<file path="config.mk">
export PLATFORM = sky130hd
export DESIGN_NAME = hst_ctrl
export DESIGN_NICKNAME = d
export VERILOG_FILES = /design/src/common/hst_pkg.sv /design/src/core/hst_ctrl.sv
export SDC_FILE = /design/constraint.sdc
export NUM_CORES = 1
export LEC_CHECK = 0
export ABC_CLOCK_PERIOD_IN_PS = 5000
export BUFFER_PORTS_ARGS = -buffer_cell sky130_fd_sc_hd__buf_2
export CELL_PAD_IN_SITES_DETAIL_PLACEMENT = 2
export CELL_PAD_IN_SITES_GLOBAL_PLACEMENT = 2
export CORE_MARGIN = 1
export CORE_UTILIZATION = 35
export CTS_CLUSTER_DIAMETER = 30
export DETAILED_ROUTE_END_ITERATION = 10
export PLACE_DENSITY = 0.71
export SLEW_MARGIN = 20
export SYNTH_ARGS = -nofsm -noshare
export SYNTH_HDL_FRONTEND = slang
export SYNTH_SLANG_ARGS = --single-unit
</file>
<file path="constraint.sdc">
create_clock -name i_ref_clk -period 5 [get_ports i_ref_clk]
set_clock_uncertainty 0.15 [all_clocks]
set_input_delay 0.5 -clock i_ref_clk [delete_from_list [all_inputs] [get_ports i_ref_clk]]
set_output_delay 0.5 -clock i_ref_clk [all_outputs]
set_load 0.01 [all_outputs]
</file>
<file path="src/common/hst_pkg.sv">
/*
 * Shared constants and carriers for the converter host controller.
 * Assumes a single 40 MHz clock; every wait is derived from a time constant.
 */
package hst_pkg;

	// ********************************************************
	// Clock and timing helpers
	// ********************************************************

	localparam int unsigned TW = 20;
	localparam int unsigned SYNC_STAGES = 2;
	localparam longint unsigned CLK_PS = 64'd25000;

	// Least times round up to whole cycles, never below one.
	function automatic logic [TW-1:0] cyc_min(input longint unsigned ps);
		longint unsigned c;
		c = (ps + CLK_PS - 64'd1) / CLK_PS;
		return (c == 64'd0) ? TW'(1) : c[TW-1:0];
	endfunction

	// Longest times round down, never below one.
	function automatic logic [TW-1:0] cyc_max(input longint unsigned ps);
		longint unsigned c;
		c = ps / CLK_PS;
		return (c == 64'd0) ? TW'(1) : c[TW-1:0];
	endfunction

	// ********************************************************
	// Printed times
	// ********************************************************

	localparam longint unsigned T_PERIOD_US = 64'd1;
	localparam longint unsigned T_CONV_PULSE_NS = 64'd50;
	localparam longint unsigned T_BUSY_MAX_NS = 64'd32;
	localparam longint unsigned T_CS_SETUP_NS = 64'd20;
	localparam longint unsigned T_CH_SETUP_NS = 64'd50;
	localparam longint unsigned T_CONV_MAX_NS = 64'd520;
	localparam longint unsigned T_ACQ_NS = 64'd480;
	localparam longint unsigned T_QUIET_NS = 64'd50;
	localparam longint unsigned T_PART_RST_NS = 64'd40;
	localparam real T_FULL_RST_US = 1.2;
	localparam longint unsigned T_PART_WAIT_NS = 64'd50;
	localparam longint unsigned T_FULL_CONV_MS = 64'd15;
	localparam longint unsigned T_FULL_WR_US = 64'd240;
	localparam real T_FULL_SETUP_MS = 0.05;
	localparam real T_FULL_HOLD_MS = 0.24;
	localparam longint unsigned T_PART_HOLD_NS = 64'd10;
	localparam longint unsigned T_STROBE_SETUP_NS = 64'd10;
	localparam longint unsigned T_STROBE_LOW_NS = 64'd30;
	localparam longint unsigned T_SETTLE_NS = 64'd20;

	// ********************************************************
	// Cycle counts
	// ********************************************************

	localparam logic [TW-1:0] CYC_PERIOD = cyc_min(T_PERIOD_US * 64'd1000000);
	localparam logic [TW-1:0] CYC_CONV_PULSE = cyc_min(T_CONV_PULSE_NS * 64'd1000);
	localparam logic [TW-1:0] CYC_BUSY_TO = cyc_max(T_BUSY_MAX_NS * 64'd1000) + TW'(SYNC_STAGES + 1);
	localparam logic [TW-1:0] CYC_CS_SETUP = cyc_min(T_CS_SETUP_NS * 64'd1000);
	localparam logic [TW-1:0] CYC_CH_SETUP = cyc_min(T_CH_SETUP_NS * 64'd1000);
	localparam logic [TW-1:0] CYC_CONV_TO = cyc_max(T_CONV_MAX_NS * 64'd1000) + TW'(SYNC_STAGES + 1);
	localparam logic [TW-1:0] CYC_ACQ = cyc_min(T_ACQ_NS * 64'd1000);
	localparam logic [TW-1:0] CYC_QUIET = cyc_min(T_QUIET_NS * 64'd1000);
	localparam logic [TW-1:0] CYC_PART_RST = cyc_min(T_PART_RST_NS * 64'd1000);
	localparam logic [TW-1:0] CYC_FULL_PULSE = cyc_min(longint'(T_FULL_RST_US * 1.0e6));
	localparam logic [TW-1:0] CYC_FULL_SETUP = cyc_min(longint'(T_FULL_SETUP_MS * 1.0e9));
	localparam logic [TW-1:0] CYC_FULL_RST =
		(CYC_FULL_SETUP > CYC_FULL_PULSE) ? CYC_FULL_SETUP : CYC_FULL_PULSE;
	localparam logic [TW-1:0] CYC_PART_WAIT = cyc_min(T_PART_WAIT_NS * 64'd1000);
	localparam logic [TW-1:0] CYC_FULL_CONV = cyc_min(T_FULL_CONV_MS * 64'd1000000000);
	localparam logic [TW-1:0] CYC_FULL_WR = cyc_min(T_FULL_WR_US * 64'd1000000);
	localparam logic [TW-1:0] CYC_FULL_HOLD = cyc_min(longint'(T_FULL_HOLD_MS * 1.0e9));
	localparam logic [TW-1:0] CYC_PART_HOLD = cyc_min(T_PART_HOLD_NS * 64'd1000);
	localparam logic [TW-1:0] CYC_STB_SETUP = cyc_min(T_STROBE_SETUP_NS * 64'd1000);
	localparam logic [TW-1:0] CYC_STB_LOW = cyc_min(T_STROBE_LOW_NS * 64'd1000);
	localparam logic [TW-1:0] CYC_RD_LOW = CYC_STB_LOW + TW'(SYNC_STAGES + 1);
	localparam logic [TW-1:0] CYC_SETTLE = cyc_min(T_SETTLE_NS * 64'd1000);

	// ********************************************************
	// Carriers
	// ********************************************************

	localparam int unsigned DW = 16;
	localparam int unsigned FIFO_DEPTH = 16;

	typedef enum logic [1:0] {
		CMD_WRITE = 2'h0,
		CMD_PART_RST = 2'h1,
		CMD_FULL_RST = 2'h2
	} hst_cmd_e;

	typedef struct packed {
		hst_cmd_e kind;
		logic [DW-1:0] data;
	} hst_cmd_s;

	typedef struct packed {
		logic [DW-1:0] chan_a;
		logic [DW-1:0] chan_b;
	} hst_result_s;

	typedef struct packed {
		logic conversion_start;
		logic reset_n;
		logic cs_n;
		logic rd_n;
		logic wr_n;
	} hst_pins_s;

	localparam hst_pins_s PINS_RESET = '{1'b0, 1'b1, 1'b1, 1'b1, 1'b1};

endpackage

</file>
<file path="src/core/hst_ctrl.sv">
/*
 * Host controller for a dual simultaneous-sampling converter: parallel port
 * reads, configuration writes, reset pulses and a result FIFO.
 * Assumes the converter pins are asynchronous to i_ref_clk and that the
 * testbench resolves the shared data bus from o_parallel_data_bus_oe.
 */
// Operation
// - Space conversion-start rising edges at least 1 us apart.
// - Hold conversion-start low and high at least 50 ns each.
// - After busy falls wait 20 ns before chip select for reads.
// - Allow 480 ns acquisition between conversions.
// - Wait 50 ns from chip select release to next conversion start.
// - Partial reset is a low pulse from 40 ns to 500 ns.
// - Full reset is a low pulse of at least 1.2 us.
// - After partial reset wait 50 ns before conversion or write.
// - After full reset wait 15 ms before conversion start.
// - After full reset wait 240 us before a write.
// - Configuration inputs stable before reset release: 10 ns or 0.05 ms.
// - Configuration inputs stable after reset release: 10 ns or 0.24 ms.
// - Chip select 10 ns before read strobe; read strobe released first.
// - Wait 20 ns from write strobe rising to conversion start.
`timescale 1ns/1ps

// ********************************************************
// Result FIFO
// ********************************************************

module hst_fifo #(
	parameter int unsigned W = 32,
	parameter int unsigned D = 16
) (
	input wire logic i_clk,
	input wire logic i_rst,
	input wire logic i_in_valid,
	output logic o_in_ready,
	input wire logic [W-1:0] i_in_data,
	output logic o_out_valid,
	input wire logic i_out_ready,
	output logic [W-1:0] o_out_data
);
	localparam int unsigned AW = (D > 1) ? $clog2(D) : 1;

	logic [W-1:0] mem_q [D];
	logic [AW-1:0] wr_ptr_q;
	logic [AW-1:0] rd_ptr_q;
	logic [AW:0] count_q;
	wire logic push;
	wire logic pop;

	// Full and empty come from the count, so both stay exact on wrap.
	assign o_in_ready = (count_q != (AW+1)'(D));
	assign o_out_valid = (count_q != '0);
	assign push = i_in_valid && o_in_ready;
	assign pop = o_out_valid && i_out_ready;
	assign o_out_data = mem_q[rd_ptr_q];

	// Pointers wrap at the depth, which need not be a power of two.
	always_ff @(posedge i_clk)
	begin
		if (i_rst)
		begin
			wr_ptr_q <= '0;
			rd_ptr_q <= '0;
			count_q <= '0;
		end
		else
		begin
			if (push)
			begin
				mem_q[wr_ptr_q] <= i_in_data;
				wr_ptr_q <= (wr_ptr_q == AW'(D - 1)) ? '0 : wr_ptr_q + AW'(1);
			end
			if (pop)
				rd_ptr_q <= (rd_ptr_q == AW'(D - 1)) ? '0 : rd_ptr_q + AW'(1);
			count_q <= count_q + (AW+1)'(push) - (AW+1)'(pop);
		end
	end
endmodule

// ********************************************************
// Controller
// ********************************************************

module hst_ctrl #(
	parameter logic [hst_pkg::TW-1:0] FULL_CONV_CYC = hst_pkg::CYC_FULL_CONV,
	parameter logic [hst_pkg::TW-1:0] FULL_WR_CYC = hst_pkg::CYC_FULL_WR,
	parameter logic [hst_pkg::TW-1:0] FULL_HOLD_CYC = hst_pkg::CYC_FULL_HOLD
) (
	input wire logic i_ref_clk,
	input wire logic i_rst,
	input wire logic i_run,
	input wire logic i_cmd_valid,
	output logic o_cmd_ready,
	input wire hst_pkg::hst_cmd_s i_cmd,
	input wire logic [3:0] i_channel_select,
	output logic o_res_valid,
	input wire logic i_res_ready,
	output hst_pkg::hst_result_s o_res,
	output logic o_err,
	input wire logic i_err_clr,
	output hst_pkg::hst_pins_s o_pins,
	output logic [3:0] o_channel_select,
	input wire logic i_busy,
	input wire logic [hst_pkg::DW-1:0] i_parallel_data_bus,
	output logic [hst_pkg::DW-1:0] o_parallel_data_bus,
	output logic o_parallel_data_bus_oe
);
	localparam int unsigned TW = hst_pkg::TW;
	localparam int unsigned DW = hst_pkg::DW;

	typedef enum logic [3:0] {
		ST_IDLE = 4'h0,
		ST_CONV_HI = 4'h1,
		ST_WAIT_BUSY = 4'h3,
		ST_CONV = 4'h2,
		ST_CS_GAP = 4'h6,
		ST_RD_SETUP = 4'h7,
		ST_RD_LOW = 4'h5,
		ST_RD_HIGH = 4'h4,
		ST_RD_HOLD = 4'hC,
		ST_WR_WAIT = 4'hD,
		ST_WR_SETUP = 4'hF,
		ST_WR_LOW = 4'hE,
		ST_WR_HOLD = 4'hA,
		ST_RST_LOW = 4'hB
	} hst_state_e;

	// A blocking counter runs down and is only ever pushed further out.
	function automatic logic [TW-1:0] hold_off(input logic [TW-1:0] q, input logic [TW-1:0] ld);
		logic [TW-1:0] dec;
		dec = (q != '0) ? q - TW'(1) : '0;
		return (ld > dec) ? ld : dec;
	endfunction

	hst_state_e st_q, st_d;
	logic [TW-1:0] tmr_q, tmr_d;
	logic [TW-1:0] conv_blk_q, wr_blk_q, per_q, hold_q;
	logic [TW-1:0] conv_ld, wr_ld, per_ld, hold_ld;
	hst_pkg::hst_pins_s pins_d;
	hst_pkg::hst_cmd_s cmd_q, cmd_d;
	hst_pkg::hst_result_s res_q, res_d;
	logic [DW-1:0] db_d;
	logic oe_d, word_q, word_d, push_q, push_d, err_set, ready_d;
	logic [3:0] chan_d;
	logic busy_m_q, busy_s_q;
	logic [DW-1:0] db_m_q, db_s_q;
	wire logic fifo_in_ready;
	wire logic tmr_zero;
	wire logic conv_ok;
	wire logic chan_upd;

	// ********************************************************
	// Pin synchronisers
	// ********************************************************

	// Busy and the data bus are asynchronous; only the second stage is read.
	always_ff @(posedge i_ref_clk)
	begin
		busy_m_q <= i_busy;
		busy_s_q <= busy_m_q;
		db_m_q <= i_parallel_data_bus;
		db_s_q <= db_m_q;
	end

	// ********************************************************
	// Decodes
	// ********************************************************

	// A full FIFO throttles sampling, so a stalled reader never loses results.
	assign tmr_zero = (tmr_q == '0);
	assign conv_ok = i_run && fifo_in_ready && !chan_upd
		&& (conv_blk_q == '0) && (per_q == '0);
	// Configuration inputs freeze through a reset pulse and its hold window.
	assign chan_upd = (st_q == ST_IDLE) && (hold_q == '0) && !(i_cmd_valid && o_cmd_ready)
		&& (i_channel_select != o_channel_select);
	assign chan_d = chan_upd ? i_channel_select : o_channel_select;

	// ********************************************************
	// Sequencer
	// ********************************************************

	// One timer paces every state but idle and write wait; a state lasts its loaded count plus one, a busy wait at most that.
	always_comb
	begin
		st_d = st_q;
		tmr_d = tmr_zero ? '0 : tmr_q - TW'(1);
		pins_d = o_pins;
		db_d = o_parallel_data_bus;
		oe_d = o_parallel_data_bus_oe;
		cmd_d = cmd_q;
		res_d = res_q;
		word_d = word_q;
		push_d = 1'b0;
		err_set = 1'b0;
		conv_ld = chan_upd ? hst_pkg::CYC_CH_SETUP : '0;
		wr_ld = '0;
		per_ld = '0;
		hold_ld = '0;
		unique case (st_q)
			ST_IDLE:
			begin
				if (i_cmd_valid && o_cmd_ready)
				begin
					cmd_d = i_cmd;
					if (i_cmd.kind == hst_pkg::CMD_WRITE)
						st_d = ST_WR_WAIT;
					else
					begin
						pins_d.reset_n = 1'b0;
						tmr_d = ((i_cmd.kind == hst_pkg::CMD_FULL_RST) ?
							hst_pkg::CYC_FULL_RST : hst_pkg::CYC_PART_RST) - TW'(1);
						st_d = ST_RST_LOW;
					end
				end
				else if (conv_ok)
				begin
					pins_d.conversion_start = 1'b1;
					tmr_d = hst_pkg::CYC_CONV_PULSE - TW'(1);
					per_ld = hst_pkg::CYC_PERIOD - TW'(1);
					st_d = ST_CONV_HI;
				end
			end
			ST_CONV_HI:
			begin
				if (tmr_zero)
				begin
					pins_d.conversion_start = 1'b0;
					conv_ld = hst_pkg::CYC_CONV_PULSE;
					tmr_d = hst_pkg::CYC_BUSY_TO;
					st_d = ST_WAIT_BUSY;
				end
			end
			ST_WAIT_BUSY:
			begin
				if (busy_s_q)
				begin
					tmr_d = hst_pkg::CYC_CONV_TO;
					st_d = ST_CONV;
				end
				else if (tmr_zero)
				begin
					err_set = 1'b1;
					st_d = ST_IDLE;
				end
			end
			ST_CONV:
			begin
				if (!busy_s_q)
				begin
					conv_ld = hst_pkg::CYC_ACQ;
					tmr_d = hst_pkg::CYC_CS_SETUP - TW'(1);
					st_d = ST_CS_GAP;
				end
				else if (tmr_zero)
				begin
					err_set = 1'b1;
					st_d = ST_IDLE;
				end
			end
			ST_CS_GAP:
			begin
				if (tmr_zero)
				begin
					pins_d.cs_n = 1'b0;
					word_d = 1'b0;
					tmr_d = hst_pkg::CYC_STB_SETUP - TW'(1);
					st_d = ST_RD_SETUP;
				end
			end
			ST_RD_SETUP, ST_RD_HIGH:
			begin
				if (tmr_zero)
				begin
					pins_d.rd_n = 1'b0;
					word_d = (st_q == ST_RD_HIGH);
					tmr_d = hst_pkg::CYC_RD_LOW - TW'(1);
					st_d = ST_RD_LOW;
				end
			end
			ST_RD_LOW:
			begin
				if (tmr_zero)
				begin
					pins_d.rd_n = 1'b1;
					if (word_q)
					begin
						res_d.chan_b = db_s_q;
						tmr_d = hst_pkg::CYC_STB_SETUP - TW'(1);
						st_d = ST_RD_HOLD;
					end
					else
					begin
						res_d.chan_a = db_s_q;
						tmr_d = hst_pkg::CYC_STB_SETUP - TW'(1);
						st_d = ST_RD_HIGH;
					end
				end
			end
			ST_RD_HOLD:
			begin
				if (tmr_zero)
				begin
					pins_d.cs_n = 1'b1;
					push_d = 1'b1;
					conv_ld = hst_pkg::CYC_QUIET;
					st_d = ST_IDLE;
				end
			end
			ST_WR_WAIT:
			begin
				if (wr_blk_q == '0)
				begin
					pins_d.cs_n = 1'b0;
					oe_d = 1'b1;
					db_d = cmd_q.data;
					tmr_d = hst_pkg::CYC_STB_SETUP - TW'(1);
					st_d = ST_WR_SETUP;
				end
			end
			ST_WR_SETUP:
			begin
				if (tmr_zero)
				begin
					pins_d.wr_n = 1'b0;
					tmr_d = hst_pkg::CYC_STB_LOW - TW'(1);
					st_d = ST_WR_LOW;
				end
			end
			ST_WR_LOW:
			begin
				if (tmr_zero)
				begin
					pins_d.wr_n = 1'b1;
					conv_ld = hst_pkg::CYC_SETTLE;
					tmr_d = hst_pkg::CYC_STB_SETUP - TW'(1);
					st_d = ST_WR_HOLD;
				end
			end
			ST_WR_HOLD:
			begin
				if (tmr_zero)
				begin
					pins_d.cs_n = 1'b1;
					oe_d = 1'b0;
					conv_ld = hst_pkg::CYC_QUIET;
					st_d = ST_IDLE;
				end
			end
			ST_RST_LOW:
			begin
				if (tmr_zero)
				begin
					pins_d.reset_n = 1'b1;
					if (cmd_q.kind == hst_pkg::CMD_FULL_RST)
					begin
						conv_ld = FULL_CONV_CYC;
						wr_ld = FULL_WR_CYC;
						hold_ld = FULL_HOLD_CYC;
					end
					else
					begin
						conv_ld = hst_pkg::CYC_PART_WAIT;
						wr_ld = hst_pkg::CYC_PART_WAIT;
						hold_ld = hst_pkg::CYC_PART_HOLD;
					end
					st_d = ST_IDLE;
				end
			end
			default:
			begin
				st_d = ST_IDLE;
				pins_d = hst_pkg::PINS_RESET;
				oe_d = 1'b0;
			end
		endcase
		ready_d = (st_d == ST_IDLE);
	end

	// ********************************************************
	// State registers
	// ********************************************************

	// The sticky error lets a new timeout win over a clear in the same cycle.
	always_ff @(posedge i_ref_clk)
	begin
		if (i_rst)
		begin
			st_q <= ST_IDLE;
			tmr_q <= '0;
			o_pins <= hst_pkg::PINS_RESET;
			o_parallel_data_bus <= '0;
			o_parallel_data_bus_oe <= 1'b0;
			o_channel_select <= '0;
			o_cmd_ready <= 1'b0;
			o_err <= 1'b0;
			cmd_q <= '0;
			res_q <= '0;
			word_q <= 1'b0;
			push_q <= 1'b0;
			conv_blk_q <= '0;
			wr_blk_q <= '0;
			per_q <= '0;
			hold_q <= '0;
		end
		else
		begin
			st_q <= st_d;
			tmr_q <= tmr_d;
			o_pins <= pins_d;
			o_parallel_data_bus <= db_d;
			o_parallel_data_bus_oe <= oe_d;
			o_channel_select <= chan_d;
			o_cmd_ready <= ready_d;
			o_err <= err_set || (o_err && !i_err_clr);
			cmd_q <= cmd_d;
			res_q <= res_d;
			word_q <= word_d;
			push_q <= push_d;
			conv_blk_q <= hold_off(conv_blk_q, conv_ld);
			wr_blk_q <= hold_off(wr_blk_q, wr_ld);
			per_q <= hold_off(per_q, per_ld);
			hold_q <= hold_off(hold_q, hold_ld);
		end
	end

	// ********************************************************
	// Result buffer
	// ********************************************************

	// Each conversion pushes one word holding both channels of the pair.
	hst_fifo #(
		.W($bits(hst_pkg::hst_result_s)),
		.D(hst_pkg::FIFO_DEPTH)
	) u_fifo (
		.i_clk(i_ref_clk),
		.i_rst(i_rst),
		.i_in_valid(push_q),
		.o_in_ready(fifo_in_ready),
		.i_in_data(res_q),
		.o_out_valid(o_res_valid),
		.i_out_ready(i_res_ready),
		.o_out_data(o_res)
	);
endmodule

</file>
==> reports/metrics.yaml <==
global_routing:
  antenna_found_initial: 7
  grt_pass1_wl_mm: 146
  grt_pass1_vias: 22286
  grt_max_degree: 79
  overflow: 0
  grtUsageTotal_pct: 22.9
logic_synthesis:
  syn-cell-area_mm2: 0.0304
  syn_inst: 2088
  seq_area_frac_synth_pct: 66.1
  ys_ff_latch: 747
  synth_top_area_cell: "edfxtp_1"
  postSynthAreaPerCell_um2: 14.6
  syn_nets: 2178
  synthTopCellsByArea: "edfxtp_1 51%, dfxtp_1 15%, mux4_2 12%, nand2_1 2.7%, nor2_1 2.1%"
  yosys_warnings: 0
  synth_edf_count: 512
  async_reset_ff_share_pct: 0
  synth-main-ff-cell: "edfxtp_1"
  synth_cell_types: 80
  yosys.area.top_type_share_pct: 50.6
power_and_ir_drop:
  p_total_mw: 24.6
  power.density_mw_per_mm2: 636
  ir_drop_mv: 0.420
  leakagePower_nw: 13.4
critical_path:
  crit_type: "reg -> reg"
  r2r-start: "tmr_q[11]"
  required_ns: 5.47
  crit_path_end_kind: "flip-flop"
  critPathLaunch: "tmr_q[11]"
  arrival_ns: 5.07
  start_kind: "flip-flop"
  crit_fanout: 17
layout:
  n_antenna_cell: 0
  area_growth_pct: 27.4
  final_area_mm2: 0.0387
  layout_common_cells: "512 x edfxtp_1, 231 x dfxtp_1, 221 x nand2_1, 165 x clkbuf_16, 160 x mux4_2"
  final_common_cell: "edfxtp_1"
  drive_above_1_share_pct: 26.2
  postLayoutCoreUtil_pct: 45.2
  fin_nets: 2438
timing:
  finalHoldViolCount: 0
  min_period_over_period_pct: 92.0
  max_clock_freq_mhz: 217
  setup_viol: 0
  tightestPinTransition_ns: 1.14
  drv_slew: 0
  fin_ws_ns: 0.398
  rsz0062_at_grt: "false"
  setup-tns-final_ns: 0
  slew_headroom_pct: 23.8
  fin_crit_ns: 4.60
min_path:
  min_from: "db_m_q[1]"
  hp-class: "reg -> reg"
cts:
  cts_root_buffer: "clkbuf_16"
  cts_num_sinks: 747
  numCtsBuffers: 164
  clkLatencyLatePin_ns: 0.73
  cts.clk_slew.worst_paths_ns: 0.06
  post_cts_buffers: 0
  cts_tree: "done"
  max-clock-path-buffers: 3
  cts_max_level: 4
floorplanning:
  die_area_mm2: 0.0880
  die_y_um: 297
  die_w_um: 297
  start_util_pct: 35.5
  core_mm2: 0.0855
  io-pin-count: 106
  rows: 107
route:
  num_vias: 19739
  vias_per_cell: 5.44
  drtAntennaViolNets: 0
  wl_mm: 99.3
  wl_per_cell_um: 27.4
  drtPass1Iterations: 5
  drc: 0
  drt_iter0_markers: 1239
job:
  maxCapViolCount: 0
placed_design:
  placed_area_mm2: 0.0325
  place_congestion: 0.816
  place_ws_ns: 0.0856
  io_buffers: 105
  hpwl_mm: 55.4
outcome:
  status: "finished clean"
through the flow:
stage | hold WS [ns] | cells
after CTS | 0.170 | 3629
final | 0.150 | 3629
after global routing | 0.168 | 3629
after global placement | 0.163 | 3286
after detailed placement | 0.164 | 3286
after floorplan | 0.160 | 2088
sequential cells by signal, summed over array words and instances (netlist names), 4 cells and up, named ones only:
name                 flops
cmd_q                   18
conv_blk_q              20
db_m_q                  16
db_s_q                  16
hold_q                  20
o_channel_select         4
o_parallel_data_bus     16
o_pins                   5
per_q                   20
res_q                   32
st_q                     4
tmr_q                   20
u_fifo.count_q           5
u_fifo.mem_q           512
u_fifo.rd_ptr_q          4
u_fifo.wr_ptr_q          4
wr_blk_q                20
timing repair:
item	in CTS	in global routing
hold endpoints to repair	40	0
endpoints found under the setup margin	0	18
hold buffers	40	0
gates resized for setup	0	4
cells by family after synthesis:
family,Yosys count,share of synthesized area (%)
AO/OA/AOI/OAI,252,5.20
XOR/XNOR,86,2.48
adder cells (fa/ha/maj),45,1.88
buffers and inverters,133,1.72
flip-flops,747,66.1
multiplexers,176,12.4
AND/OR/NAND/NOR,649,10.2
report_power, final:
group | internal, mW | switching (mW) | total (mW)
combinational | 2.47 | 3.30 | 5.77
sequential | 6.93 | 0.558 | 7.49
clock | 7.44 | 3.91 | 11.4
total | 16.8 | 7.77 | 24.6
cells in the mapped netlist (3+ instances only):
cell type,number
nand3_1,24
mux2i_1,9
and4_1,5
mux4_2,160
nand3b_1,5
inv_1,35
nand2b_1,17
nor3_1,56
and3_1,7
clkbuf_1,73
o21ai_0,42
ha_1,44
or2_2,11
o211ai_1,7
o31ai_1,9
or4_1,20
nor2b_1,10
a211oi_1,4
o41ai_1,3
buf_2,4
buf_1,18
edfxtp_1,512
and2_1,10
o22ai_1,13
o21a_1,3
nor2_1,167
nor3b_1,4
a21boi_0,4
a41oi_1,3
nand2_1,222
or3_1,22
xnor2_1,48
a21oi_1,104
xor2_1,38
o21bai_1,3
mux2_2,7
a31oi_1,11
a22oi_1,4
o31a_1,6
nand4_1,15
a21o_1,5
dfxtp_1,235
nor4_1,30
nor4b_1,8
final timing paths:
check	to	slack (ns)	cells after the start
setup reg to reg	conv_blk_q[18]	0.40	14
setup / recovery	conv_blk_q[18]	0.40	14
hold reg to reg	db_s_q[1]	0.15	0
hold / removal	db_s_q[1]	0.15	0
final cells by class:
cell class,count,area (um^2)
fillers,8115,46800
multi-input cells,1208,9910
flip-flops and latches,747,20100
well taps,1144,1430
inverters,35,131
clock buffers,192,4310
clock inverters,111,1510
repair buffers,192,1320
routing by layer:
layer  routed length (um)  track usage (%)
met5                   41                0
met4                 2640             8.05
met1                39300             26.9
met2                52200             41.1
met3                 5060             4.85
critical path, cell delays in order (launching register included):
cell       delay [ns]
dfxtp_1          0.33
or4_1            0.61
nor4_1           0.20
buf_4            0.17
nand4_1          0.18
nor3_1           0.40
and2_2           0.32
ha_1             0.28
a21oi_1          0.19
o22ai_1          0.12
a311o_1          0.29
a2111oi_2        0.46
o21ba_2          0.25
o21ai_2          0.23
nor3_1           0.33
(Power assumes the default switching activity.)
